<file path="config.mk">
export PLATFORM = sky130hd
export DESIGN_NAME = dwc_core
export DESIGN_NICKNAME = d
export VERILOG_FILES = /design/src/dwc_pkg.sv /design/src/dwc_chan_if.sv /design/src/dwc_sine_chan.sv /design/src/dwc_core.sv
export SDC_FILE = /design/constraint.sdc
export NUM_CORES = 1
export LEC_CHECK = 0
export ABC_AREA = 0
export BUFFER_PORTS_ARGS = -buffer_cell sky130_fd_sc_hd__buf_2
export CAP_MARGIN = 10
export CORE_AREA = 3 3 197 199
export DETAILED_ROUTE_END_ITERATION = 10
export DIE_AREA = 0 0 200 202
export PLACE_DENSITY_LB_ADDON = 0.05
export SETUP_SLACK_MARGIN = 0.2
export SLEW_MARGIN = 20
export SYNTH_ARGS = -nofsm -noshare
export SYNTH_HDL_FRONTEND = slang
export SYNTH_SLANG_ARGS = --single-unit
</file>
<file path="constraint.sdc">
create_clock -name ref_clk -period 8.7 [get_ports ref_clk]
set_input_delay 0.435 -clock ref_clk [delete_from_list [all_inputs] [get_ports ref_clk]]
set_output_delay 0.435 -clock ref_clk [all_outputs]
set_load 0.02 [all_outputs]
</file>
<file path="src/dwc_pkg.sv">
// Shared constants, types and lookup functions for the waveform/reset core
package dwc_pkg;
  localparam int CLK_PERIOD_NS = 8;
  localparam int BOOT_DELAY_US = 1000;
  localparam int BOOT_DELAY_CYCLES = BOOT_DELAY_US * 1000 / CLK_PERIOD_NS;
  localparam int NUM_CH = 2;
  localparam int CFG_WORDS = 5;
  localparam logic [4:0] SINE_LAST = 5'h17;
  // Register indices
  localparam logic [2:0] ADDR_FUNC0 = 3'h0;
  localparam logic [2:0] ADDR_FUNC1 = 3'h1;
  localparam logic [2:0] ADDR_COMMON = 3'h2;
  localparam logic [2:0] ADDR_VOUT0 = 3'h3;
  localparam logic [2:0] ADDR_VOUT1 = 3'h4;
  localparam logic [2:0] ADDR_TRIGGER = 3'h5;
  // Field positions
  localparam int FUNC_WAVE_LSB = 0;
  localparam int FUNC_SLEW_LSB = 4;
  localparam int FUNC_PHASE_LSB = 8;
  localparam int COM_LOCK_BIT = 0;
  localparam int COM_PD_LSB = 1;
  localparam int COM_PD_STRIDE = 3;
  localparam int COM_REF_BIT = 7;
  localparam int COM_GPIO_LSB = 8;
  localparam int VOUT_GAIN_LSB = 0;
  localparam int VOUT_CURR_BIT = 3;
  localparam int TRG_RESET_LSB = 0;
  localparam int TRG_UNLOCK_LSB = 4;
  localparam int TRG_PROG_BIT = 8;
  // Reset values
  localparam logic [15:0] DEF_FUNC = 16'h0000;
  localparam logic [15:0] DEF_COMMON = 16'h007e;
  localparam logic [15:0] DEF_VOUT = 16'h0000;
  // Codes
  localparam logic [2:0] WAVE_TRIANGLE = 3'h0;
  localparam logic [2:0] WAVE_SAW = 3'h1;
  localparam logic [2:0] WAVE_INV_SAW = 3'h2;
  localparam logic [2:0] WAVE_SINE = 3'h4;
  localparam logic [3:0] KEY_RESET = 4'ha;
  localparam logic [3:0] KEY_UNLOCK = 4'h5;
  localparam logic [1:0] GPIO_FN_RESET = 2'h1;
  localparam logic [1:0] GPIO_FN_SDO = 2'h2;
  localparam logic [1:0] PD_UP = 2'h0;
  localparam logic [1:0] PD_10K = 2'h1;
  localparam logic [1:0] PD_100K = 2'h2;
  localparam logic [1:0] PD_HIZ = 2'h3;
  localparam logic [11:0] SINE_MID = 12'h800;
  // Nonvolatile store layout
  localparam logic [3:0] NVM_USER_CRC = 4'h5;
  localparam logic [3:0] NVM_INT_CRC = 4'h8;
  localparam logic [15:0] CRC_INIT = 16'hffff;
  localparam logic [15:0] CRC_POLY = 16'h1021;

  typedef enum logic [3:0] {
    ST_READ = 4'h1,
    ST_DELAY = 4'h2,
    ST_READY = 4'h4,
    ST_PROG = 4'h8
  } dwc_boot_t;

  function automatic logic [15:0] dwc_crc16(input logic [15:0] crc,
                                            input logic [15:0] data);
    logic [15:0] c;
    c = crc;
    for (int i = 15; i >= 0; i--) begin
      c = (c[15] ^ data[i]) ? ((c << 1) ^ CRC_POLY) : (c << 1);
    end
    return c;
  endfunction

  function automatic logic [11:0] dwc_sine(input logic [4:0] idx);
    logic [11:0] v;
    v = SINE_MID;
    unique case (idx)
      5'h00, 5'h0c: v = 12'h800;
      5'h01, 5'h0b: v = 12'h9a8;
      5'h02, 5'h0a: v = 12'hb33;
      5'h03, 5'h09: v = 12'hc87;
      5'h04, 5'h08: v = 12'hd8b;
      5'h05, 5'h07: v = 12'he2f;
      5'h06: v = 12'he66;
      5'h0d, 5'h17: v = 12'h658;
      5'h0e, 5'h16: v = 12'h4cd;
      5'h0f, 5'h15: v = 12'h379;
      5'h10, 5'h14: v = 12'h275;
      5'h11, 5'h13: v = 12'h1d1;
      5'h12: v = 12'h19a;
      default: v = SINE_MID;
    endcase
    return v;
  endfunction

  function automatic logic [4:0] dwc_phase_start(input logic [1:0] sel);
    logic [4:0] s;
    unique case (sel)
      2'h0: s = 5'h00;
      2'h1: s = 5'h06;
      2'h2: s = 5'h08;
      2'h3: s = 5'h10;
    endcase
    return s;
  endfunction

  function automatic int dwc_step_ns(input logic [3:0] slew);
    int t;
    unique case (slew)
      4'h0: t = 4000;
      4'h1: t = 8000;
      4'h2: t = 12000;
      4'h3: t = 16000;
      4'h4: t = 20000;
      4'h5: t = 27000;
      4'h6: t = 40500;
      4'h7: t = 60750;
      4'h8: t = 91130;
      4'h9: t = 136690;
      4'ha: t = 239200;
      4'hb: t = 418610;
      4'hc: t = 732560;
      4'hd: t = 1281980;
      4'he: t = 2563960;
      4'hf: t = 5127920;
    endcase
    return t;
  endfunction
endpackage

</file>
<file path="src/dwc_chan_if.sv">
// Control and result signals between the core and one sine channel
`timescale 1ns/1ps
interface dwc_chan_if;
  logic [2:0] wave_sel;
  logic [3:0] slew;
  logic [1:0] phase;
  logic [11:0] code;
  logic sine_on;
  modport core (output wave_sel, output slew, output phase,
                input code, input sine_on);
  modport chan (input wave_sel, input slew, input phase,
                output code, output sine_on);
endinterface

</file>
<file path="src/dwc_sine_chan.sv">
// One channel sine sequencer stepping through the fixed table
`timescale 1ns/1ps
module dwc_sine_chan
  import dwc_pkg::*;
#(
  parameter int STEP_SCALE = 1
) (
  input wire logic ref_clk,
  input wire logic reset_n,
  dwc_chan_if.chan cif
);
  logic [4:0] idx_reg;
  logic [4:0] idx_next;
  logic [22:0] cnt_reg;
  logic [22:0] step_cycles;
  logic sine_sel;
  logic step_done;

  assign sine_sel = (cif.wave_sel == WAVE_SINE);
  always_comb begin
    step_cycles = 23'(dwc_step_ns(cif.slew) / CLK_PERIOD_NS / STEP_SCALE);
    if (step_cycles == 23'h0) begin
      step_cycles = 23'h1;
    end
  end
  assign step_done = (cnt_reg >= step_cycles - 23'h1);
  assign idx_next = (idx_reg == SINE_LAST) ? 5'h00 : idx_reg + 5'h01;

  always_ff @(posedge ref_clk or negedge reset_n) begin
    if (!reset_n) begin
      idx_reg <= 5'h00;
      cnt_reg <= 23'h0;
      cif.sine_on <= 1'b0;
      cif.code <= SINE_MID;
    end else if (!sine_sel) begin
      idx_reg <= dwc_phase_start(cif.phase);
      cnt_reg <= 23'h0;
      cif.sine_on <= 1'b0;
    end else if (!cif.sine_on) begin
      idx_reg <= dwc_phase_start(cif.phase);
      cnt_reg <= 23'h0;
      cif.sine_on <= 1'b1;
      cif.code <= dwc_sine(dwc_phase_start(cif.phase));
    end else if (step_done) begin
      idx_reg <= idx_next;
      cnt_reg <= 23'h0;
      cif.code <= dwc_sine(idx_next);
    end else begin
      cnt_reg <= cnt_reg + 23'h1;
    end
  end

  a_sine_wrap: assert property (@(posedge ref_clk) disable iff (!reset_n)
    cif.sine_on && sine_sel && step_done && idx_reg == SINE_LAST
    |=> idx_reg == 5'h00) else $error("sine index did not wrap");
  a_sine_code: assert property (@(posedge ref_clk) disable iff (!reset_n)
    cif.sine_on |-> cif.code == dwc_sine(idx_reg))
    else $error("sine code off table");
  a_phase_start: assert property (@(posedge ref_clk) disable iff (!reset_n)
    $rose(cif.sine_on) |-> idx_reg == dwc_phase_start($past(cif.phase)))
    else $error("sine started at wrong phase");
  a_step_hold: assert property (@(posedge ref_clk) disable iff (!reset_n)
    cif.sine_on && sine_sel && !step_done && $stable(cif.slew)
    |=> $stable(idx_reg)) else $error("sine stepped early");
endmodule

</file>
<file path="src/dwc_core.sv">
// Waveform sequencing, boot reload, lock and power-down core
`timescale 1ns/1ps
// Functional notes
// - Sine advances one of 24 samples per slew time step.
// - Waveform select value 100 picks sine for that channel.
// - Sine codes come from a fixed 12-bit table around mid-scale.
// - Phase select starts sine at index 0, 6, 8 or 16.
// - Power-on loads registers from the store; access only after boot delay.
// - Trigger reset code 1010 starts a full boot like power-on.
// - Reset pin boots on the falling edge; rising edge does nothing.
// - Write-protect bit set rejects all register writes; the I2C trigger reset and the unlock key write still act.
// - Software reset over I2C still works while locked.
// - Unlock key 0101 in the trigger register bypasses write-protect.
// - Store programming writes a CRC-16; boot checks data against it.
// - Check alarms change only during boot, after the store is read.
// - User region check failure sets alarm and loads factory defaults.
// - Internal region check failure sets alarm and loads factory defaults.
// - Software reset or power cycle clears alarms and reloads the store.
// - Factory defaults leave both outputs and the reference off, Hi-Z.
// - Voltage power-down: 00 up, 01 10k, 10 100k, 11 Hi-Z.
// - Current-output channels always go Hi-Z when powered down.
// - Channel power state after boot comes from the store.
// - Host interface type fixed by first protocol until power cycle.
// - Four-wire SPI only when the pin is mapped as data out.
// - Select 000 triangle, 001 sawtooth, 010 inverse sawtooth.
module dwc_core
  import dwc_pkg::*;
#(
  parameter int BOOT_CYCLES = BOOT_DELAY_CYCLES,
  parameter int STEP_SCALE = 1
) (
  input wire logic ref_clk,
  input wire logic reset_n,
  input wire logic host_wr_en,
  input wire logic [2:0] host_wr_addr,
  input wire logic [15:0] host_wr_data,
  input wire logic host_wr_i2c,
  input wire logic [2:0] host_rd_addr,
  output logic [15:0] host_rd_data,
  input wire logic if_i2c_seen,
  input wire logic if_spi_seen,
  input wire logic gpio_pin,
  output logic nvm_rd_en,
  output logic [3:0] nvm_rd_addr,
  input wire logic [15:0] nvm_rd_data,
  output logic nvm_wr_en,
  output logic [3:0] nvm_wr_addr,
  output logic [15:0] nvm_wr_data,
  output logic host_ready,
  output logic user_store_check_alarm,
  output logic factory_store_check_alarm,
  output logic write_locked,
  output logic if_type_valid,
  output logic if_type_spi,
  output logic spi_four_wire_en,
  output logic int_ref_en,
  output logic [11:0] dac_code_ch0,
  output logic [11:0] dac_code_ch1,
  output logic [1:0] sine_active,
  output logic [1:0] wave_known,
  output logic [1:0] out_state_ch0,
  output logic [1:0] out_state_ch1,
  output logic [2:0] output_gain_setting_ch0,
  output logic [2:0] output_gain_setting_ch1
);
  dwc_boot_t state_reg;
  logic [3:0] addr_reg;
  logic rd_pend_reg;
  logic rd_wait_reg;
  logic [15:0] crc_reg;
  logic [31:0] dly_reg;
  logic [15:0] cfg_reg [CFG_WORDS];
  logic bypass_reg;
  logic gpio_s1_reg;
  logic gpio_s2_reg;
  logic gpio_s3_reg;
  logic [1:0] pd_state [NUM_CH];

  logic rd_capture;
  logic chk_user_fail;
  logic chk_int_fail;
  logic locked;
  logic access_ok;
  logic trig_wr;
  logic soft_rst;
  logic prog_cmd;
  logic gpio_fall;
  logic boot_req;
  logic wr_ok;
  logic [1:0] gpio_fn;

  dwc_chan_if ch_if [NUM_CH] ();

  assign gpio_fn = cfg_reg[ADDR_COMMON][COM_GPIO_LSB +: 2];
  assign locked = cfg_reg[ADDR_COMMON][COM_LOCK_BIT] & ~bypass_reg;
  assign access_ok = host_wr_en && host_ready && (state_reg == ST_READY);
  assign trig_wr = access_ok && (host_wr_addr == ADDR_TRIGGER);
  assign soft_rst = trig_wr
    && (host_wr_data[TRG_RESET_LSB +: 4] == KEY_RESET)
    && (!locked || host_wr_i2c);
  assign prog_cmd = trig_wr && host_wr_data[TRG_PROG_BIT] && !locked;
  // Silent drop of locked or unmapped writes
  assign wr_ok = access_ok && (host_wr_addr < 3'(CFG_WORDS))
    && !locked;
  assign gpio_fall = (gpio_fn == GPIO_FN_RESET)
    && gpio_s3_reg && !gpio_s2_reg;
  assign boot_req = soft_rst || gpio_fall;
  assign rd_capture = (state_reg == ST_READ) && rd_pend_reg && rd_wait_reg;
  assign chk_user_fail = rd_capture && (addr_reg == NVM_USER_CRC)
    && (nvm_rd_data != crc_reg);
  assign chk_int_fail = rd_capture && (addr_reg == NVM_INT_CRC)
    && (nvm_rd_data != crc_reg);

  // Boot, reload and store programming sequence
  always_ff @(posedge ref_clk or negedge reset_n) begin
    if (!reset_n) begin
      state_reg <= ST_READ;
      addr_reg <= 4'h0;
      rd_pend_reg <= 1'b0;
      rd_wait_reg <= 1'b0;
      crc_reg <= CRC_INIT;
      dly_reg <= 32'h0;
      nvm_rd_en <= 1'b0;
      nvm_rd_addr <= 4'h0;
      nvm_wr_en <= 1'b0;
      nvm_wr_addr <= 4'h0;
      nvm_wr_data <= 16'h0000;
    end else begin
      nvm_rd_en <= 1'b0;
      nvm_wr_en <= 1'b0;
      rd_wait_reg <= nvm_rd_en;
      if (boot_req) begin
        state_reg <= ST_READ;
        addr_reg <= 4'h0;
        rd_pend_reg <= 1'b0;
        crc_reg <= CRC_INIT;
      end else begin
        unique case (state_reg)
          ST_READ: begin
            if (!rd_pend_reg) begin
              nvm_rd_en <= 1'b1;
              nvm_rd_addr <= addr_reg;
              rd_pend_reg <= 1'b1;
            end else if (rd_wait_reg) begin
              rd_pend_reg <= 1'b0;
              addr_reg <= addr_reg + 4'h1;
              if (addr_reg == NVM_USER_CRC || addr_reg == NVM_INT_CRC) begin
                crc_reg <= CRC_INIT;
              end else begin
                crc_reg <= dwc_crc16(crc_reg, nvm_rd_data);
              end
              if (addr_reg == NVM_INT_CRC) begin
                state_reg <= ST_DELAY;
                dly_reg <= 32'h0;
              end
            end
          end
          ST_DELAY: begin
            if (dly_reg >= 32'(BOOT_CYCLES - 1)) begin
              state_reg <= ST_READY;
            end else begin
              dly_reg <= dly_reg + 32'h1;
            end
          end
          ST_READY: begin
            if (prog_cmd) begin
              state_reg <= ST_PROG;
              addr_reg <= 4'h0;
              crc_reg <= CRC_INIT;
            end
          end
          ST_PROG: begin
            nvm_wr_en <= 1'b1;
            nvm_wr_addr <= addr_reg;
            addr_reg <= addr_reg + 4'h1;
            if (addr_reg == NVM_USER_CRC) begin
              nvm_wr_data <= crc_reg;
              state_reg <= ST_READY;
            end else begin
              nvm_wr_data <= cfg_reg[addr_reg[2:0]];
              crc_reg <= dwc_crc16(crc_reg, cfg_reg[addr_reg[2:0]]);
            end
          end
        endcase
      end
    end
  end

  // Register contents
  always_ff @(posedge ref_clk or negedge reset_n) begin
    if (!reset_n) begin
      for (int i = 0; i < CFG_WORDS; i++) begin
        cfg_reg[i] <= (i == int'(ADDR_COMMON)) ? DEF_COMMON
          : (i >= int'(ADDR_VOUT0)) ? DEF_VOUT : DEF_FUNC;
      end
    end else if (chk_user_fail || chk_int_fail) begin
      for (int i = 0; i < CFG_WORDS; i++) begin
        cfg_reg[i] <= (i == int'(ADDR_COMMON)) ? DEF_COMMON
          : (i >= int'(ADDR_VOUT0)) ? DEF_VOUT : DEF_FUNC;
      end
    end else if (rd_capture && addr_reg < 4'(CFG_WORDS)) begin
      cfg_reg[addr_reg[2:0]] <= nvm_rd_data;
    end else if (wr_ok) begin
      cfg_reg[host_wr_addr] <= host_wr_data;
    end
  end

  // Write-protect bypass
  always_ff @(posedge ref_clk or negedge reset_n) begin
    if (!reset_n) begin
      bypass_reg <= 1'b0;
    end else if (boot_req) begin
      bypass_reg <= 1'b0;
    end else if (trig_wr
                 && host_wr_data[TRG_UNLOCK_LSB +: 4] == KEY_UNLOCK) begin
      bypass_reg <= 1'b1;
    end
  end

  // Store check alarms, touched only by the boot sequence
  always_ff @(posedge ref_clk or negedge reset_n) begin
    if (!reset_n) begin
      user_store_check_alarm <= 1'b0;
      factory_store_check_alarm <= 1'b0;
    end else begin
      if (boot_req) begin
        user_store_check_alarm <= 1'b0;
        factory_store_check_alarm <= 1'b0;
      end
      if (chk_user_fail) begin
        user_store_check_alarm <= 1'b1;
      end
      if (chk_int_fail) begin
        factory_store_check_alarm <= 1'b1;
      end
    end
  end

  // Host interface type, held until the next power-on reset
  always_ff @(posedge ref_clk or negedge reset_n) begin
    if (!reset_n) begin
      if_type_valid <= 1'b0;
      if_type_spi <= 1'b0;
    end else if (!if_type_valid && (if_i2c_seen || if_spi_seen)) begin
      if_type_valid <= 1'b1;
      if_type_spi <= !if_i2c_seen;
    end
  end

  // Reset pin synchroniser
  always_ff @(posedge ref_clk or negedge reset_n) begin
    if (!reset_n) begin
      gpio_s1_reg <= 1'b1;
      gpio_s2_reg <= 1'b1;
      gpio_s3_reg <= 1'b1;
    end else begin
      gpio_s1_reg <= gpio_pin;
      gpio_s2_reg <= gpio_s1_reg;
      gpio_s3_reg <= gpio_s2_reg;
    end
  end

  // Power-down decode per channel
  always_comb begin
    for (int c = 0; c < NUM_CH; c++) begin
      if (cfg_reg[int'(ADDR_VOUT0) + c][VOUT_CURR_BIT]) begin
        pd_state[c] =
          cfg_reg[ADDR_COMMON][COM_PD_LSB + COM_PD_STRIDE * c + 2]
          ? PD_HIZ : PD_UP;
      end else begin
        pd_state[c] =
          cfg_reg[ADDR_COMMON][COM_PD_LSB + COM_PD_STRIDE * c +: 2];
      end
    end
  end

  // Registered status and control outputs
  always_ff @(posedge ref_clk or negedge reset_n) begin
    if (!reset_n) begin
      host_ready <= 1'b0;
      write_locked <= 1'b0;
      spi_four_wire_en <= 1'b0;
      int_ref_en <= 1'b0;
      out_state_ch0 <= PD_HIZ;
      out_state_ch1 <= PD_HIZ;
      output_gain_setting_ch0 <= 3'h0;
      output_gain_setting_ch1 <= 3'h0;
      host_rd_data <= 16'h0000;
    end else begin
      host_ready <= (state_reg == ST_READY) && !boot_req;
      write_locked <= locked;
      spi_four_wire_en <= (gpio_fn == GPIO_FN_SDO);
      int_ref_en <= cfg_reg[ADDR_COMMON][COM_REF_BIT];
      out_state_ch0 <= pd_state[0];
      out_state_ch1 <= pd_state[1];
      output_gain_setting_ch0 <= cfg_reg[ADDR_VOUT0][VOUT_GAIN_LSB +: 3];
      output_gain_setting_ch1 <= cfg_reg[ADDR_VOUT1][VOUT_GAIN_LSB +: 3];
      host_rd_data <= (host_rd_addr < 3'(CFG_WORDS))
        ? cfg_reg[host_rd_addr] : 16'h0000;
    end
  end

  // Sine channels
  for (genvar c = 0; c < NUM_CH; c++) begin : g_ch
    assign ch_if[c].wave_sel = cfg_reg[c][FUNC_WAVE_LSB +: 3];
    assign ch_if[c].slew = cfg_reg[c][FUNC_SLEW_LSB +: 4];
    assign ch_if[c].phase = cfg_reg[c][FUNC_PHASE_LSB +: 2];
    always_ff @(posedge ref_clk or negedge reset_n) begin
      if (!reset_n) begin
        wave_known[c] <= 1'b0;
      end else begin
        unique case (cfg_reg[c][FUNC_WAVE_LSB +: 3])
          WAVE_TRIANGLE, WAVE_SAW, WAVE_INV_SAW,
          WAVE_SINE: wave_known[c] <= 1'b1;
          default: wave_known[c] <= 1'b0;
        endcase
      end
    end
    dwc_sine_chan #(.STEP_SCALE(STEP_SCALE)) u_chan (
      .ref_clk(ref_clk),
      .reset_n(reset_n),
      .cif(ch_if[c])
    );
    assign sine_active[c] = ch_if[c].sine_on;
  end
  assign dac_code_ch0 = ch_if[0].code;
  assign dac_code_ch1 = ch_if[1].code;

  a_lock_reject: assert property (@(posedge ref_clk) disable iff (!reset_n)
    wr_ok == 1'b0 && access_ok && locked && host_wr_addr == ADDR_COMMON
    |=> $stable(cfg_reg[ADDR_COMMON]))
    else $error("locked write changed a register");
  a_unlock_key: assert property (@(posedge ref_clk) disable iff (!reset_n)
    trig_wr && !boot_req && host_wr_data[7:4] == KEY_UNLOCK
    |=> !locked) else $error("unlock key ignored");
  a_soft_reset: assert property (@(posedge ref_clk) disable iff (!reset_n)
    trig_wr && host_wr_i2c && host_wr_data[3:0] == KEY_RESET
    |=> state_reg == ST_READ && !user_store_check_alarm && !host_ready)
    else $error("software reset not taken");
  a_alarm_boot: assert property (@(posedge ref_clk) disable iff (!reset_n)
    $rose(user_store_check_alarm) || $rose(factory_store_check_alarm)
    |-> $past(state_reg) == ST_READ)
    else $error("alarm set outside boot");
  a_fail_default: assert property (@(posedge ref_clk) disable iff (!reset_n)
    chk_user_fail && !boot_req |=> cfg_reg[ADDR_COMMON] == DEF_COMMON
    && user_store_check_alarm) else $error("defaults not loaded");
  a_current_hiz: assert property (@(posedge ref_clk) disable iff (!reset_n)
    cfg_reg[ADDR_VOUT0][VOUT_CURR_BIT] && cfg_reg[ADDR_COMMON][3]
    |=> out_state_ch0 == PD_HIZ)
    else $error("current mode not Hi-Z");
  a_type_hold: assert property (@(posedge ref_clk) disable iff (!reset_n)
    if_type_valid |=> if_type_valid && $stable(if_type_spi))
    else $error("interface type changed");
  a_pin_reset: assert property (@(posedge ref_clk) disable iff (!reset_n)
    gpio_fn == GPIO_FN_RESET && gpio_s3_reg && !gpio_s2_reg
    |=> state_reg == ST_READ) else $error("reset pin ignored");
  a_sdo_map: assert property (@(posedge ref_clk) disable iff (!reset_n)
    spi_four_wire_en |-> $past(gpio_fn) == GPIO_FN_SDO)
    else $error("four-wire without pin map");
endmodule

</file>
# Word level (Yosys, flattened, before mapping)
# Memory sizes are Yosys's and may differ from the RTL's.
# Index checks and enable logic that the tools add are counted.
[totals] ff_bits=286 rom_bits=2240 input_bits=45 output_inout_bits=88 elab_cells=363 n_memories=6
[memory_table] memory="(name not given)" depth=32 width=12 rd=1 rd_clocked_by_memory_dff=0 write_ports=0 line_no="dwc_pkg.sv:74" text="unique case (idx)"
[memory_table] memory="(name not given)" depth=32 width=12 rd=1 rd_clocked_by_memory_dff=0 write_ports=0 line_no="dwc_pkg.sv:74"
[memory_table] memory="(name not given)" depth=32 width=12 rd=1 rd_clocked_by_memory_dff=0 write_ports=0 line_no="dwc_pkg.sv:74"
[memory_table] memory="(name not given)" depth=32 width=12 rd=1 rd_clocked_by_memory_dff=0 write_ports=0 line_no="dwc_pkg.sv:74"
[memory_table] memory="(name not given)" depth=16 width=22 rd=1 rd_clocked_by_memory_dff=0 write_ports=0 line_no="dwc_pkg.sv:106" text="unique case (slew)"
[memory_table] memory="(name not given)" depth=16 width=22 rd=1 rd_clocked_by_memory_dff=0 write_ports=0 line_no="dwc_pkg.sv:106"
[classes] add_sub_neg=10 n_lt_le_gt_ge=11 n_eq_ne=41 muxes=122 bitwise=72 n_reduce_logical=58
[ops] op="13-bit 2-to-1 mux" n=32
[ops] op="80-bit 2-to-1 mux" n=3
[ops] op="16-bit 2-to-1 mux" n=14
[ops] op="23-bit 2-to-1 mux" n=8
[ops] op="80-bit bitwise mux" n=2
[ops] op="32-bit 2-to-1 mux" n=4
[ops] op="16-bit binary-select mux with 3-bit select" n=2
[ops] op="16-bit demux with 3-bit select" n=2
[ops] op="3-bit NOT" n=31
[ops] op="32-bit case mux with 2 select lines" n=1
[ops] op="5-bit 2-to-1 mux" n=12
[ops] op="12-bit 2-to-1 mux" n=4
[ops] op="16-bit case mux with 3 select lines" n=1
[ops] op="23-bit by 1-bit adder with 23-bit output" n=2
[ops] op="23-bit by 1-bit adder with 23-bit output (second input constant)" n=2
[ops] op="23-bit >= comparator" n=2
[ops] op="23-bit logical NOT" n=2
[ops] op="23-bit by 1-bit subtractor with 23-bit output (second input constant)" n=2
[ops] op="4-bit 2-to-1 mux" n=11
[ops] op="5-bit case mux with 4 select lines" n=2
[ops] op="32-bit by 1-bit adder with 32-bit output (second input constant)" n=1
[ops] op="32-bit by 17-bit >= comparator with 1-bit output (second input constant)" n=1
[ops] op="1-bit bitwise XOR" n=32
[ops] op="3-bit != test (second input constant)" n=8
[ops] op="other kinds (43)" n=133

# Depth between registers and ports, before layout
# Gate-level depths: netlist of run 1.
[depth] word_depth=39 depth_mapped=18 mapped_depth_nobuf=16

# By module
# A second synthesis of run 1 with hierarchy kept.
[hier_totals] hier_cells=1995 hier_area_um2=18496.5
[by_module_without_submodules] mod="dwc_core" n_inst=1 cells_each=1130 area_each_um2=11136.9
[by_module_without_submodules] mod="dwc_sine_chan (g_ch[0].u_chan)" n_inst=1 cells_each=427 area_each_um2=3682.3
[by_module_without_submodules] mod="dwc_sine_chan (g_ch[1].u_chan)" n_inst=1 cells_each=438 area_each_um2=3677.3

# Worst setup path after synthesis of run 1
# OpenSTA, ideal clock, no wires.
[synth_timing] path_type="register to register" start="register cfg_reg[70] (netlist name)" end="register g_ch[0].u_chan.cif.code[10]" t_arrival_ns=3.852 path_slack_ns=4.723 path_stages_with_launch=17 n_path_buf=4 path_cell_list="dfrtp_1 > clkbuf_1 > clkbuf_1 > clkbuf_1 > nor3_1 > a31o_2 > ha_1 > a21oi_1 > nor2b_1 > o21ai_0 > nand2b_1 > a2111oi_0 > o221ai_1 > a21oi_1 > nand2b_1 > buf_2 > mux2_2"
[synth_via] elab_chain_len=10
[synth_lines] item="start, declared" line_no="dwc_core.sv:72" text="logic [15:0] cfg_reg [CFG_WORDS];"
[synth_lines] item="start signal, assigned by index" line_no="dwc_core.sv:193" text="cfg_reg[i] <= (i == int'(ADDR_COMMON)) ? DEF_COMMON"
[synth_lines] item="start signal, assigned by index" line_no="dwc_core.sv:198" text="cfg_reg[i] <= (i == int'(ADDR_COMMON)) ? DEF_COMMON"
[synth_lines] item="start signal, assigned by index" line_no="dwc_core.sv:202" text="cfg_reg[addr_reg[2:0]] <= nvm_rd_data;"
[synth_lines] item="memory read 16 x 22 bit (*)"
[synth_lines] item="3-bit OR reduction (no source line)"
[synth_lines] item="1-bit AND (no source line)"
[synth_lines] item="23-bit by 1-bit adder with 23-bit output (no source line) (*)"
[synth_lines] item="23-bit logical NOT" line_no="dwc_sine_chan.sv:22" text="if (step_cycles == 23'h0) begin"
[synth_lines] item="23-bit 2-to-1 mux (*)" line_no="dwc_sine_chan.sv:22"
[synth_lines] item="23-bit by 1-bit subtractor with 23-bit output (*)" line_no="dwc_sine_chan.sv:26" text="assign step_done = (cnt_reg >= step_cycles - 23'h1);"
[synth_lines] item="23-bit >= comparator (*)" line_no="dwc_sine_chan.sv:26"
[synth_lines] item="2-bit != test (no source line) (*)"
[synth_lines] item="2-bit AND reduction (no source line) (*)"
[synth_lines] item="end signal, assigned" line_no="dwc_sine_chan.sv:43" text="cif.code <= dwc_sine(dwc_phase_start(cif.phase));"
[synth_lines] item="end signal, assigned" line_no="dwc_sine_chan.sv:47" text="cif.code <= dwc_sine(idx_next);"
[synth_lines] item="end, declared" line_no="dwc_chan_if.sv:12" text="output code, output sine_on);"
# Mark *: on every way between the ends. The rest lies on a longest branch, timed or not.
# A chain may end at the register's enable or synchronous reset.

# Final worst setup path of run 1
[layout_timing] start="register cfg_reg[52] (netlist name)" end="register g_ch[1].u_chan.idx_reg[2]"
[layout_via] elab_chain_len=9
[layout_lines] item="memory read 16 x 22 bit (*)"
[layout_lines] item="3-bit OR reduction (no source line)"
[layout_lines] item="1-bit AND (no source line)"
[layout_lines] item="23-bit by 1-bit adder with 23-bit output (no source line) (*)"
[layout_lines] item="23-bit logical NOT" line_no="dwc_sine_chan.sv:22"
[layout_lines] item="23-bit 2-to-1 mux (*)" line_no="dwc_sine_chan.sv:22"
[layout_lines] item="23-bit by 1-bit subtractor with 23-bit output (*)" line_no="dwc_sine_chan.sv:26"
[layout_lines] item="23-bit >= comparator (*)" line_no="dwc_sine_chan.sv:26"
[layout_lines] item="3-bit != test (no source line) (*)"
[layout_lines] item="end signal, assigned" line_no="dwc_sine_chan.sv:36" text="idx_reg <= dwc_phase_start(cif.phase);"
[layout_lines] item="end signal, assigned" line_no="dwc_sine_chan.sv:40" text="idx_reg <= dwc_phase_start(cif.phase);"
[layout_lines] item="end signal, assigned" line_no="dwc_sine_chan.sv:45" text="idx_reg <= idx_next;"
[layout_lines] item="end, declared" line_no="dwc_sine_chan.sv:12" text="logic [4:0] idx_reg;"
# Marked as above.

==> results.py, run 1 <==
metrics = {
    "min_path": {
        "hold_depth": 2,
        "min_from": "if_i2c_seen",
        "hold_class": "primary input to register",
    },
    "global_routing": {
        "overflow": 0,
        "track_usage_pct": 27.1,
        "grt_pass1_wl_mm": 87.0,
        "grt_antenna_before_repair": 7,
        "grt_pass1_vias": 15612,
        "grt_max_degree": 90,
    },
    "detailed_routing": {
        "post_drt_wl_per_cell_um": 20.4,
        "wl_met2_mm": 25.7,
        "wl_met1_mm": 23.8,
        "wl_mm": 54.9,
        "highest_layer": "met5",
        "dr.pass1.iters": 6,
        "postRouteAntennaNets": 0,
        "num_vias": 15921,
        "via_per_inst": 5.92,
        "dr_wl_met3_mm": 3.56,
        "drt_iter0_drc": 1185,
        "drc": 0,
    },
    "synthesis": {
        "yosys_warnings": 0,
        "netlist.top_cell.by_area": "dfrtp_1",
        "avgSynthCellArea_um2": 8.91,
        "ys_seq_area_share_pct": 38.9,
        "async_reset_ff_share_pct": 100,
        "synth_most_common_cell": "nor2_1",
        "syn_area_um2": 18500,
        "netlist_top_cells_count": "nor2_1, dfrtp_1, nand2_1, a21oi_1, o21ai_0",
        "synthFlopType": "dfrtp_1",
        "synth-edff-count": 0,
        "ys_ff_latch": 286,
        "yosys.area.top_type_share_pct": 34.4,
        "synth_cell_types": 83,
        "synth.area.top_cells": "dfrtp_1, ha_1, nor2_1, xnor2_1, dfstp_2",
        "syn-instance-count": 2075,
    },
    "power": {
        "swShare_pct": 42.6,
        "ir_worst_vdd_uv": 300,
        "seq_power_share_pct": 27.0,
        "intPower_uw": 4140,
        "switching_power_uw": 3070,
        "clkPwrFrac_pct": 20.9,
        "power.static_leakage_uw": 0.00914,
        "combinationalPowerShare_pct": 52.1,
        "powerDensity_nw_per_um2": 348,
    },
    "run": {
        "drv_cap": 0,
    },
    "layout": {
        "nFillCells": 3434,
        "post-route-util_pct": 55.4,
        "area_delta_synth_final_pct": 12.0,
        "multi_input_area_um2": 10600,
        "finish.net_count": 2280,
        "final_area_um2": 20700,
        "drive_above_1_share_pct": 14.8,
        "layout.area.seq_um2": 7200,
        "largest_register_ff_count": 80,
    },
    "sta": {
        "rsz0062_at_grt": "false",
        "fin_ws_ps": 3930,
        "period_needed_ps": 4770,
        "hold_viol": 0,
        "tightest_slew_ps": 1160,
        "max-slew-margin-rel_pct": 22.3,
        "holdWs_ps": 67.1,
        "finalSetupTns_ps": 0,
        "timing.final.crit_share_pct": 54.9,
        "setup_viol": 0,
        "fin_skew_ps": 28.1,
        "maxSlewViolCount": 0,
        "fmax_mhz": 209,
    },
    "cts": {
        "h-tree-depth": 2,
        "cts_buffers": 35,
        "clock-root-buffer": "clkbuf_16",
        "cts_sinks": 286,
        "path_clk_slew_ps": 60,
        "ctsResizeCount": 0,
        "clk_path_buf_depth": 3,
        "insertion_delay_ps": 550,
        "cts_tree": "built",
    },
    "placed_design": {
        "place.gp.congestion": 0.923,
        "placed_cell_area_um2": 19500,
        "portBuffers": 132,
        "dp_slack_ps": 4000,
        "hpwl_mm": 38.9,
    },
    "critical_path": {
        "crit_required_ps": 9120,
        "startpoint_type": "register",
        "endpoint_kind": "register",
        "r2r_start": "cfg_reg[52]",
        "crit_path_start": "cfg_reg[52]",
        "cp.arrival_ps": 5190,
        "worst_r2r_path_depth": 16,
        "path_max_fanout": 26,
        "crit_type": "register to register",
    },
    "run_status": {
        "run_status": "finished clean",
    },
    "floorplan": {
        "std_cell_rows": 71,
        "num_io_pins": 133,
        "die_h_um": 202,
        "fp.dieW_um": 200,
        "initial_core_util_pct": 49.4,
        "die_area_um2": 40400,
        "core_area_um2": 37400,
    },
}
## metrics by stage
stage,cells,total power [uW]
4_1_cts,2685,7230
5_1_grt,2689,7650
3_3_place_gp,2620,5640
3_5_place_dp,2620,5670
6_report,2689,7200
2_1_floorplan,2080,4780
## final timing paths
path / endpoint / slack, ps
min: if_type_spi / 70
max: g_ch[1].u_chan.idx_reg[2] / 3930
max reg2reg: g_ch[1].u_chan.idx_reg[2] / 3930
min reg2reg: gpio_s2_reg / 350
min in group asynchronous: g_ch[0].u_chan.cnt_reg[18] / 510
max in group asynchronous: nvm_wr_data[8] / 6820
## cell families (layout without fill, tap and decap cells)
group,after synthesis,count (layout),synth area share (%)
buffers and inverters,181,275,3.98
xor gates and xnor gates,180,180,9.05
other,1,10,0.0203
DFF,286,286,38.9
muxes,97,97,6.08
AOI/OAI and AO/OA,519,519,17.6
and+or+nand+nor,723,723,18.4
adders and majority gates,88,88,5.94
## placed cells by master, fill, tap and decap left out, types with 14 or more instances in the layout
cell       count
and3_1        28
ha_1          87
o21ai_0      113
a221oi_1      22
mux2i_1       58
nor2_1       262
dfrtp_1      253
clkbuf_16     35
nor2b_1       22
nand3_1       74
inv_1         52
a21oi_1      167
a22oi_1       60
nor3_1        27
a21o_1        14
and2_1        21
buf_2        131
buf_4         25
mux2_2        29
dfstp_2       32
nand2b_1      23
nand2_1      179
xor2_1        59
nand4_1       23
xnor2_1      110
a31oi_1       32
o22ai_1       30
## power groups by stage
stage / Clock (uW) / Sequential (uW) / Combinational [uW]
after CTS: 1540 / 1950 / 3740
after global routing: 1590 / 1990 / 4070
after detailed placement: 0 / 1960 / 3710
final: 1500 / 1950 / 3750
after floorplan: 0 / 1990 / 2790
after global placement: 0 / 1960 / 3680
## worst max-delay path, cell delays in order, from the launching register on
cell       delay, ps
dfrtp_1          580
inv_1            190
ha_1             390
nand2_1          110
o21ai_0          100
a22oi_1          270
ha_1             300
ha_1             300
nor2b_1          130
o21ai_0          140
nand2b_1          70
a21oi_1          140
o21ai_0          100
a2111oi_0        410
o2111a_1         370
nand2_1          560
mux2_2           490
## timing repair
action / in CTS / in global routing
setup buffers: 0 / 0
hold buffers: 2 / 0
endpoints found under the hold margin: 83 / 0
## per-layer routing
metal	global-route usage (%)	vias to the layer above
met1	37.0	7711
met3	4.83	106
li1	-	7507
met2	43.1	591
met5	0	-
met4	10.1	6
## final cells by class
cell class                      instances  share of cell area (%)
Multi-Input combinational cell       1613                    51.2
Sequential cell                       286                    34.7
Clock buffer                           48                    4.70
Timing Repair Buffer                  159                    4.24
Tap cell                              511                    3.09
Clock inverter                         15                   0.990
Inverter                               53                   0.960
Antenna cell                            4                  0.0483
Note: power is estimated with default switching activity, not from simulation.
==> run 2: changes to the inputs <==
--- a/config.mk
+++ b/config.mk
@@ -5,12 +5,12 @@
 export SDC_FILE = /design/constraint.sdc
 export NUM_CORES = 1
 export LEC_CHECK = 0
-export ABC_AREA = 0
+export ABC_AREA = 1
 export BUFFER_PORTS_ARGS = -buffer_cell sky130_fd_sc_hd__buf_2
 export CAP_MARGIN = 10
-export CORE_AREA = 3 3 197 199
+export CORE_AREA = 3 3 205 207
 export DETAILED_ROUTE_END_ITERATION = 10
-export DIE_AREA = 0 0 200 202
+export DIE_AREA = 0 0 208 210
 export PLACE_DENSITY_LB_ADDON = 0.05
 export SETUP_SLACK_MARGIN = 0.2
 export SLEW_MARGIN = 20
==> constraint.sdc (replaced) <==
create_clock -name ref_clk -period 4.02 [get_ports ref_clk]
set_input_delay 0.201 -clock ref_clk [delete_from_list [all_inputs] [get_ports ref_clk]]
set_output_delay 0.201 -clock ref_clk [all_outputs]
set_load 0.02 [all_outputs]
==> run 2 against run 1 <==
  * Register-to-register slack lost 3500 ps
  * Highest routed layer unchanged
  * Final area grew 9.9%
  * Clock skew is essentially flat
  * Die area grew 8.1%
  * Clock power grew 130%
  * Worst hold slack lost 38 ps
  * Critical endpoint is now g_ch[1].u_chan.cif.code[6]
  * Combinational power grew to 2.8 times the previous value
  * Maximum frequency grew 34%
  * Total power grew to 2.6 times the previous value
  * Worst setup slack lost 3500 ps
  * Area after synthesis grew 8.2%
  * Critical path type unchanged
==> results.py, run 2 <==
metrics = {
    "critical_path": {
        "cp.arrival_ps": 4020,
        "path_cells": "inv_2 > ha_4 > nor2_4 > nand2_2 > o211ai_1 > ha_2 > and3_4 > nand2_1 > xor2_1 > ha_1 > nand2_1 > or3_1 > nor4_2 > nor2_1 > nand2_2 > inv_2 > nor2_4 > buf_6 > nor2_1 > a21oi_1",
        "crit_required_ps": 4490,
        "endpoint_kind": "register",
        "startpoint_type": "register",
        "slowest_stage": "dfrtp_1",
        "path_max_fanout": 6,
        "slowest_delay_ps": 380,
        "crit_type": "register to register",
    },
    "global_routing": {
        "overflow": 0,
        "grt_pass1_wl_mm": 106,
        "grt_max_degree": 118,
        "grt_pass1_vias": 19108,
        "track_usage_pct": 30.2,
        "grt_antenna_before_repair": 2,
    },
    "synthesis": {
        "synth_cell_types": 77,
        "yosys_warnings": 0,
        "synth.area.top_cells": "dfrtp_1, nand2_1, o21ai_0, inv_1, nand3_1",
        "ys_seq_area_share_pct": 36.0,
        "syn-instance-count": 2795,
        "ys_ff_latch": 286,
        "async_reset_ff_share_pct": 100,
        "synth_most_common_cell": "nand2_1",
        "syn_area_um2": 20000,
        "avgSynthCellArea_um2": 7.16,
        "netlist_top_cells_count": "nand2_1, inv_1, o21ai_0, dfrtp_1, nand3_1",
        "yosys.area.top_type_share_pct": 31.8,
        "synth-edff-count": 0,
        "synthFlopType": "dfrtp_1",
        "netlist.top_cell.by_area": "dfrtp_1",
    },
    "cts": {
        "path_clk_slew_ps": 60,
        "cts_sinks": 286,
        "cts_buffers": 36,
        "clock-root-buffer": "clkbuf_16",
        "clk_path_buf_depth": 3,
        "insertion_delay_ps": 570,
        "h-tree-depth": 2,
        "cts_tree": "built",
    },
    "detailed_routing": {
        "wl_mm": 67.5,
        "dr.pass1.iters": 6,
        "drc": 0,
        "num_vias": 19801,
        "drt_iter0_drc": 1934,
        "postRouteAntennaNets": 0,
        "post_drt_wl_per_cell_um": 19.3,
        "via_per_inst": 5.68,
    },
    "sta": {
        "setup_viol": 0,
        "holdWs_ps": 29.6,
        "maxSlewViolCount": 0,
        "timing.final.crit_share_pct": 88.5,
        "period_needed_ps": 3560,
        "max-slew-margin-rel_pct": 42.7,
        "fin_ws_ps": 464,
        "rsz0062_at_grt": "false",
        "tightest_slew_ps": 858,
        "hold_viol": 0,
        "fmax_mhz": 281,
        "finalSetupTns_ps": 0,
        "fin_skew_ps": 28.1,
    },
    "floorplan": {
        "core_area_um2": 40600,
        "die_h_um": 210,
        "std_cell_rows": 74,
        "die_area_um2": 43700,
        "fp.dieW_um": 208,
        "initial_core_util_pct": 49.4,
        "num_io_pins": 133,
    },
    "layout": {
        "final_cell_mix": "nand2_1, inv_1, o21ai_0, dfrtp_1, nand3_1",
        "fin_cells": 3488,
        "final_common_cell": "nand2_1",
        "finish.net_count": 3060,
        "area_delta_synth_final_pct": 13.8,
        "n_antenna_cell": 0,
        "drive_above_1_share_pct": 13.8,
        "largest_register_ff_count": 80,
    },
    "run_status": {
        "run_status": "finished clean",
    },
    "power": {
        "power.static_leakage_uw": 0.0111,
        "ir_worst_vdd_uv": 698,
        "powerDensity_nw_per_um2": 823,
    },
    "placed_design": {
        "place.gp.congestion": 0.953,
        "hpwl_mm": 49.4,
        "placedCellCount": 3401,
        "portBuffers": 132,
        "dp_slack_ps": 94.2,
    },
    "min_path": {
        "hold_class": "primary input to register",
    },
    "run": {
        "drv_cap": 0,
    },
}
-- run 2: cell count changes in the layout (fill, tap and decap cells not counted), moves of 80 or more --
cell | previous run | this run
xnor2_1 | 110 | 30
nand2_1 | 179 | 588
nand3_1 | 74 | 249
inv_1 | 52 | 348
o21ai_0 | 113 | 316
-- run 2: final cells by class --
type | count | area (um2)
Multi-Input combinational cell | 2021 | 10900
Fill cell | 3974 | 17800
Inverter | 381 | 1450
Clock inverter | 14 | 206
Sequential cell | 286 | 7200
Clock buffer | 52 | 1040
Tap cell | 532 | 666
Timing Repair Buffer | 202 | 1280
-- run 2: logic make-up (layout without fill, tap and decap cells) --
group,Yosys count,in the layout,synth area share [%]
xor+xnor,73,73,3.31
buf+inv,495,649,9.97
fa+ha+maj,87,87,5.44
flops,286,286,36.0
simple gates,1234,1236,27.7
other cells,1,6,0.0187
compound gates,619,619,17.6
-- run 2: worst paths after layout --
kind / startpoint / endpoint / depth (start not counted) / slack [ps]
setup / recovery: cfg_reg[53] / g_ch[1].u_chan.cif.code[6] / 20 / 460
hold / removal: host_wr_data[7] / bypass_reg / 4 / 30
setup reg to reg: cfg_reg[53] / g_ch[1].u_chan.cif.code[6] / 20 / 460
hold reg to reg: gpio_s1_reg / gpio_s2_reg / 0 / 360
max in group asynchronous: reset_n / factory_store_check_alarm / 3 / 2780
min in group asynchronous: reset_n / g_ch[1].u_chan.idx_reg[3] / 2 / 170
-- run 2: power breakdown --
group / leakage (uW) / internal (uW) / switching, uW
sequential: 0.00359 / 3880 / 794
combinational: 0.00690 / 3480 / 7130
clock: 0.000617 / 2130 / 1340
total: 0.0111 / 9500 / 9260
-- run 2: per-layer routing --
layer	GRT usage, %	vias up	wire [um]
met5	0	-	13
met4	14.1	2	3060
met1	40.3	9361	29300
met3	4.84	132	4480
li1	-	9568	-
met2	48.6	738	30600
-- run 2: critical path, delay by kind of cell (launching register included) --
kind,cells,cell delay (ps)
AOI/OAI and AO/OA,2,260
buffers and inverters,3,340
and+or+nand+nor,11,1540
adders and majority gates,3,800
xor gates and xnor gates,1,140
DFF,1,380
-- run 2: through the flow --
step / utilization, % / area (um2) / power, uW
after floorplan: - / 20000 / 11800
after global placement: 52.4 / 21300 / 14700
after detailed placement: 52.4 / 21300 / 14900
after CTS: 55.7 / 22600 / 18500
after global routing: 56.2 / 22800 / 20300
final: 56.2 / 22800 / 18800
-- run 2: timing repair --
item / in CTS / in global routing
gates cloned: 1 / 3
endpoints found under the hold margin: 56 / 0
resized for setup: 8 / 26
endpoints found under the setup margin: 46 / 76
pin swaps: 1 / 8
hold buffers: 5 / 0
buffers inserted: 2 / 10
==> run 3: changes to the inputs <==
--- a/config.mk
+++ b/config.mk
@@ -5,12 +5,12 @@
 export SDC_FILE = /design/constraint.sdc
 export NUM_CORES = 1
 export LEC_CHECK = 0
-export ABC_AREA = 1
 export BUFFER_PORTS_ARGS = -buffer_cell sky130_fd_sc_hd__buf_2
 export CAP_MARGIN = 10
-export CORE_AREA = 3 3 205 207
+export CORE_AREA = 3 3 197 199
+export CTS_CLUSTER_DIAMETER = 80
 export DETAILED_ROUTE_END_ITERATION = 10
-export DIE_AREA = 0 0 208 210
+export DIE_AREA = 0 0 200 202
 export PLACE_DENSITY_LB_ADDON = 0.05
 export SETUP_SLACK_MARGIN = 0.2
 export SLEW_MARGIN = 20
==> run 3 against run 2 <==
  * Routed wire length fell by 15%
  * Critical path depth fell by 6
  * Combinational power fell by 19%
  * Via count fell by 19%
  * Cell count fell by 21%
  * Worst hold slack improved by 1.4 ps
  * Worst setup slack got worse by 32 ps
  * Sequential power fell by 10%
==> results.py, run 3 (same netlist as run 1, synthesis figures left out) <==
metrics = {
    "power": {
        "powerDensity_nw_per_um2": 755,
        "ir_worst_vdd_uv": 604,
        "power.static_leakage_uw": 0.00948,
    },
    "layout": {
        "finish.net_count": 2346,
        "largest_register_ff_count": 80,
        "nFillCells": 3416,
        "drive_above_1_share_pct": 17.7,
        "fin_cells": 2755,
        "post-route-util_pct": 57.1,
        "final_common_cell": "nor2_1",
        "final_area_um2": 21400,
        "final_cell_mix": "nor2_1, dfrtp_1, nand2_1, a21oi_1, buf_2",
        "area_delta_synth_final_pct": 15.5,
    },
    "floorplan": {
        "initial_core_util_pct": 49.4,
        "core_area_um2": 37400,
        "fp.dieW_um": 200,
        "die_h_um": 202,
        "num_io_pins": 133,
        "std_cell_rows": 71,
        "die_area_um2": 40400,
    },
    "global_routing": {
        "overflow": 0,
        "grt_antenna_before_repair": 4,
        "grt_max_degree": 91,
        "grt_pass1_wl_mm": 90.0,
        "met1_usage_pct": 39.0,
        "grt_busiest_layer": "met2",
        "track_usage_pct": 28.2,
        "grtUsageMet3_pct": 3.93,
        "use_met2_pct": 45.0,
        "grt_pass1_vias": 15744,
    },
    "sta": {
        "finalSetupTns_ps": 0,
        "maxSlewViolCount": 0,
        "fmax_mhz": 279,
        "tightest_slew_ps": 1110,
        "setup_viol": 0,
        "rsz0062_at_grt": "false",
        "fin_skew_ps": 26.2,
        "max-slew-margin-rel_pct": 25.8,
        "period_needed_ps": 3590,
        "timing.final.crit_share_pct": 89.2,
        "hold_viol": 0,
    },
    "critical_path": {
        "endpoint_kind": "register",
        "path_max_fanout": 9,
        "worst_r2r_path_depth": 14,
        "r2r_start": "cfg_reg[68]",
        "rrSetupSlack_ps": 430,
        "cp.arrival_ps": 4020,
        "timing.rr.end": "g_ch[0].u_chan.cif.code[5]",
        "crit_required_ps": 4450,
        "startpoint_type": "register",
        "crit_type": "register to register",
    },
    "run_status": {
        "run_status": "finished clean",
    },
    "min_path": {
        "hold_class": "primary input to register",
        "hold_depth": 3,
        "min_to": "cfg_reg[45]",
        "min_from": "host_wr_data[13]",
    },
    "detailed_routing": {
        "wl_mm": 57.0,
        "drc": 0,
        "postRouteAntennaNets": 0,
        "via_per_inst": 5.85,
        "num_vias": 16111,
        "dr.pass1.iters": 7,
        "post_drt_wl_per_cell_um": 20.7,
        "drt_iter0_drc": 1237,
    },
    "cts": {
        "h-tree-depth": 2,
        "path_clk_slew_ps": 60,
        "clock-root-buffer": "clkbuf_16",
        "clk_path_buf_depth": 3,
        "cts_sinks": 286,
        "cts_buffers": 36,
        "insertion_delay_ps": 550,
        "cts_tree": "built",
    },
    "run": {
        "drv_cap": 0,
    },
    "placed_design": {
        "portBuffers": 132,
        "placedCellCount": 2669,
        "placed_cell_area_um2": 19900,
        "hpwl_mm": 40.6,
        "place.gp.congestion": 0.957,
    },
}
==> run 3: area by class of cell <==
cell class / count / area, um2 / area share, %
clock inverter: 11 / 140 / 0.656
sequential: 286 / 7200 / 33.7
clock buffer: 53 / 1060 / 4.94
inverter: 53 / 199 / 0.931
timing repair buffer: 223 / 1420 / 6.64
multi-input combinational: 1614 / 10700 / 50.1
tap: 511 / 639 / 2.99
antenna: 4 / 10.0 / 0.0469
==> run 3: power by group <==
group          total (uW)  switching [uW]  internal (uW)
combinational        8600            4850           3750
clock                3310            1290           2020
sequential           4210             645           3560
total               16100            6790           9330
==> run 3: worst max-delay path, cell delays in order (launching register included) <==
cell	delay (ps)
dfrtp_1	380
buf_4	180
ha_1	230
mux4_2	490
inv_1	70
ha_1	220
nor2b_1	130
o21ai_0	140
nand2b_1	80
a2111oi_2	370
o221ai_1	220
a21oi_2	270
nand2b_4	220
buf_6	140
mux2_2	330
==> run 3: layer usage <==
layer,up-vias,share of wire (%)
li1,7630,-
met1,7766,44
met2,578,46
met3,135,6.0
met4,2,3.6
met5,-,0.030
==> run 3: worst max-delay path by stage <==
| stage | from | to | slack [ps] | cells past startpoint |
|---|---|---|---|---|
| 2_1_floorplan | cfg_reg[52] | g_ch[1].u_chan.cif.code[10] | 220 | 18 |
| 3_3_place_gp | cfg_reg[52] | g_ch[1].u_chan.cif.code[3] | 80 | 16 |
| 3_5_place_dp | cfg_reg[52] | g_ch[1].u_chan.cif.code[6] | -40 | 16 |
| 4_1_cts | cfg_reg[52] | g_ch[1].u_chan.cnt_reg[18] | 230 | 17 |
| 5_1_grt | cfg_reg[68] | g_ch[0].u_chan.cif.code[1] | 180 | 14 |
| 6_report | cfg_reg[68] | g_ch[0].u_chan.cif.code[5] | 430 | 14 |
==> run 3: what timing repair did <==
action                                  in CTS  in global routing
endpoints found under the hold margin       81                  0
gates cloned                                 0                  2
resized for setup                            4                 26
buffers inserted                             0                 10
pin swaps                                    0                  7
hold buffers                                 6                  0
endpoints found under the setup margin      37                 76
==> run 3: per-stage QoR <==
step	setup slack (ps)	hold WS (ps)	total power, uW
global route	179	36.8	17100
global placement	76.5	254	12600
detailed placement	-37.1	267	12700
CTS	228	11.2	16100
floorplan	222	-94.6	10300
finish	432	31.0	16100
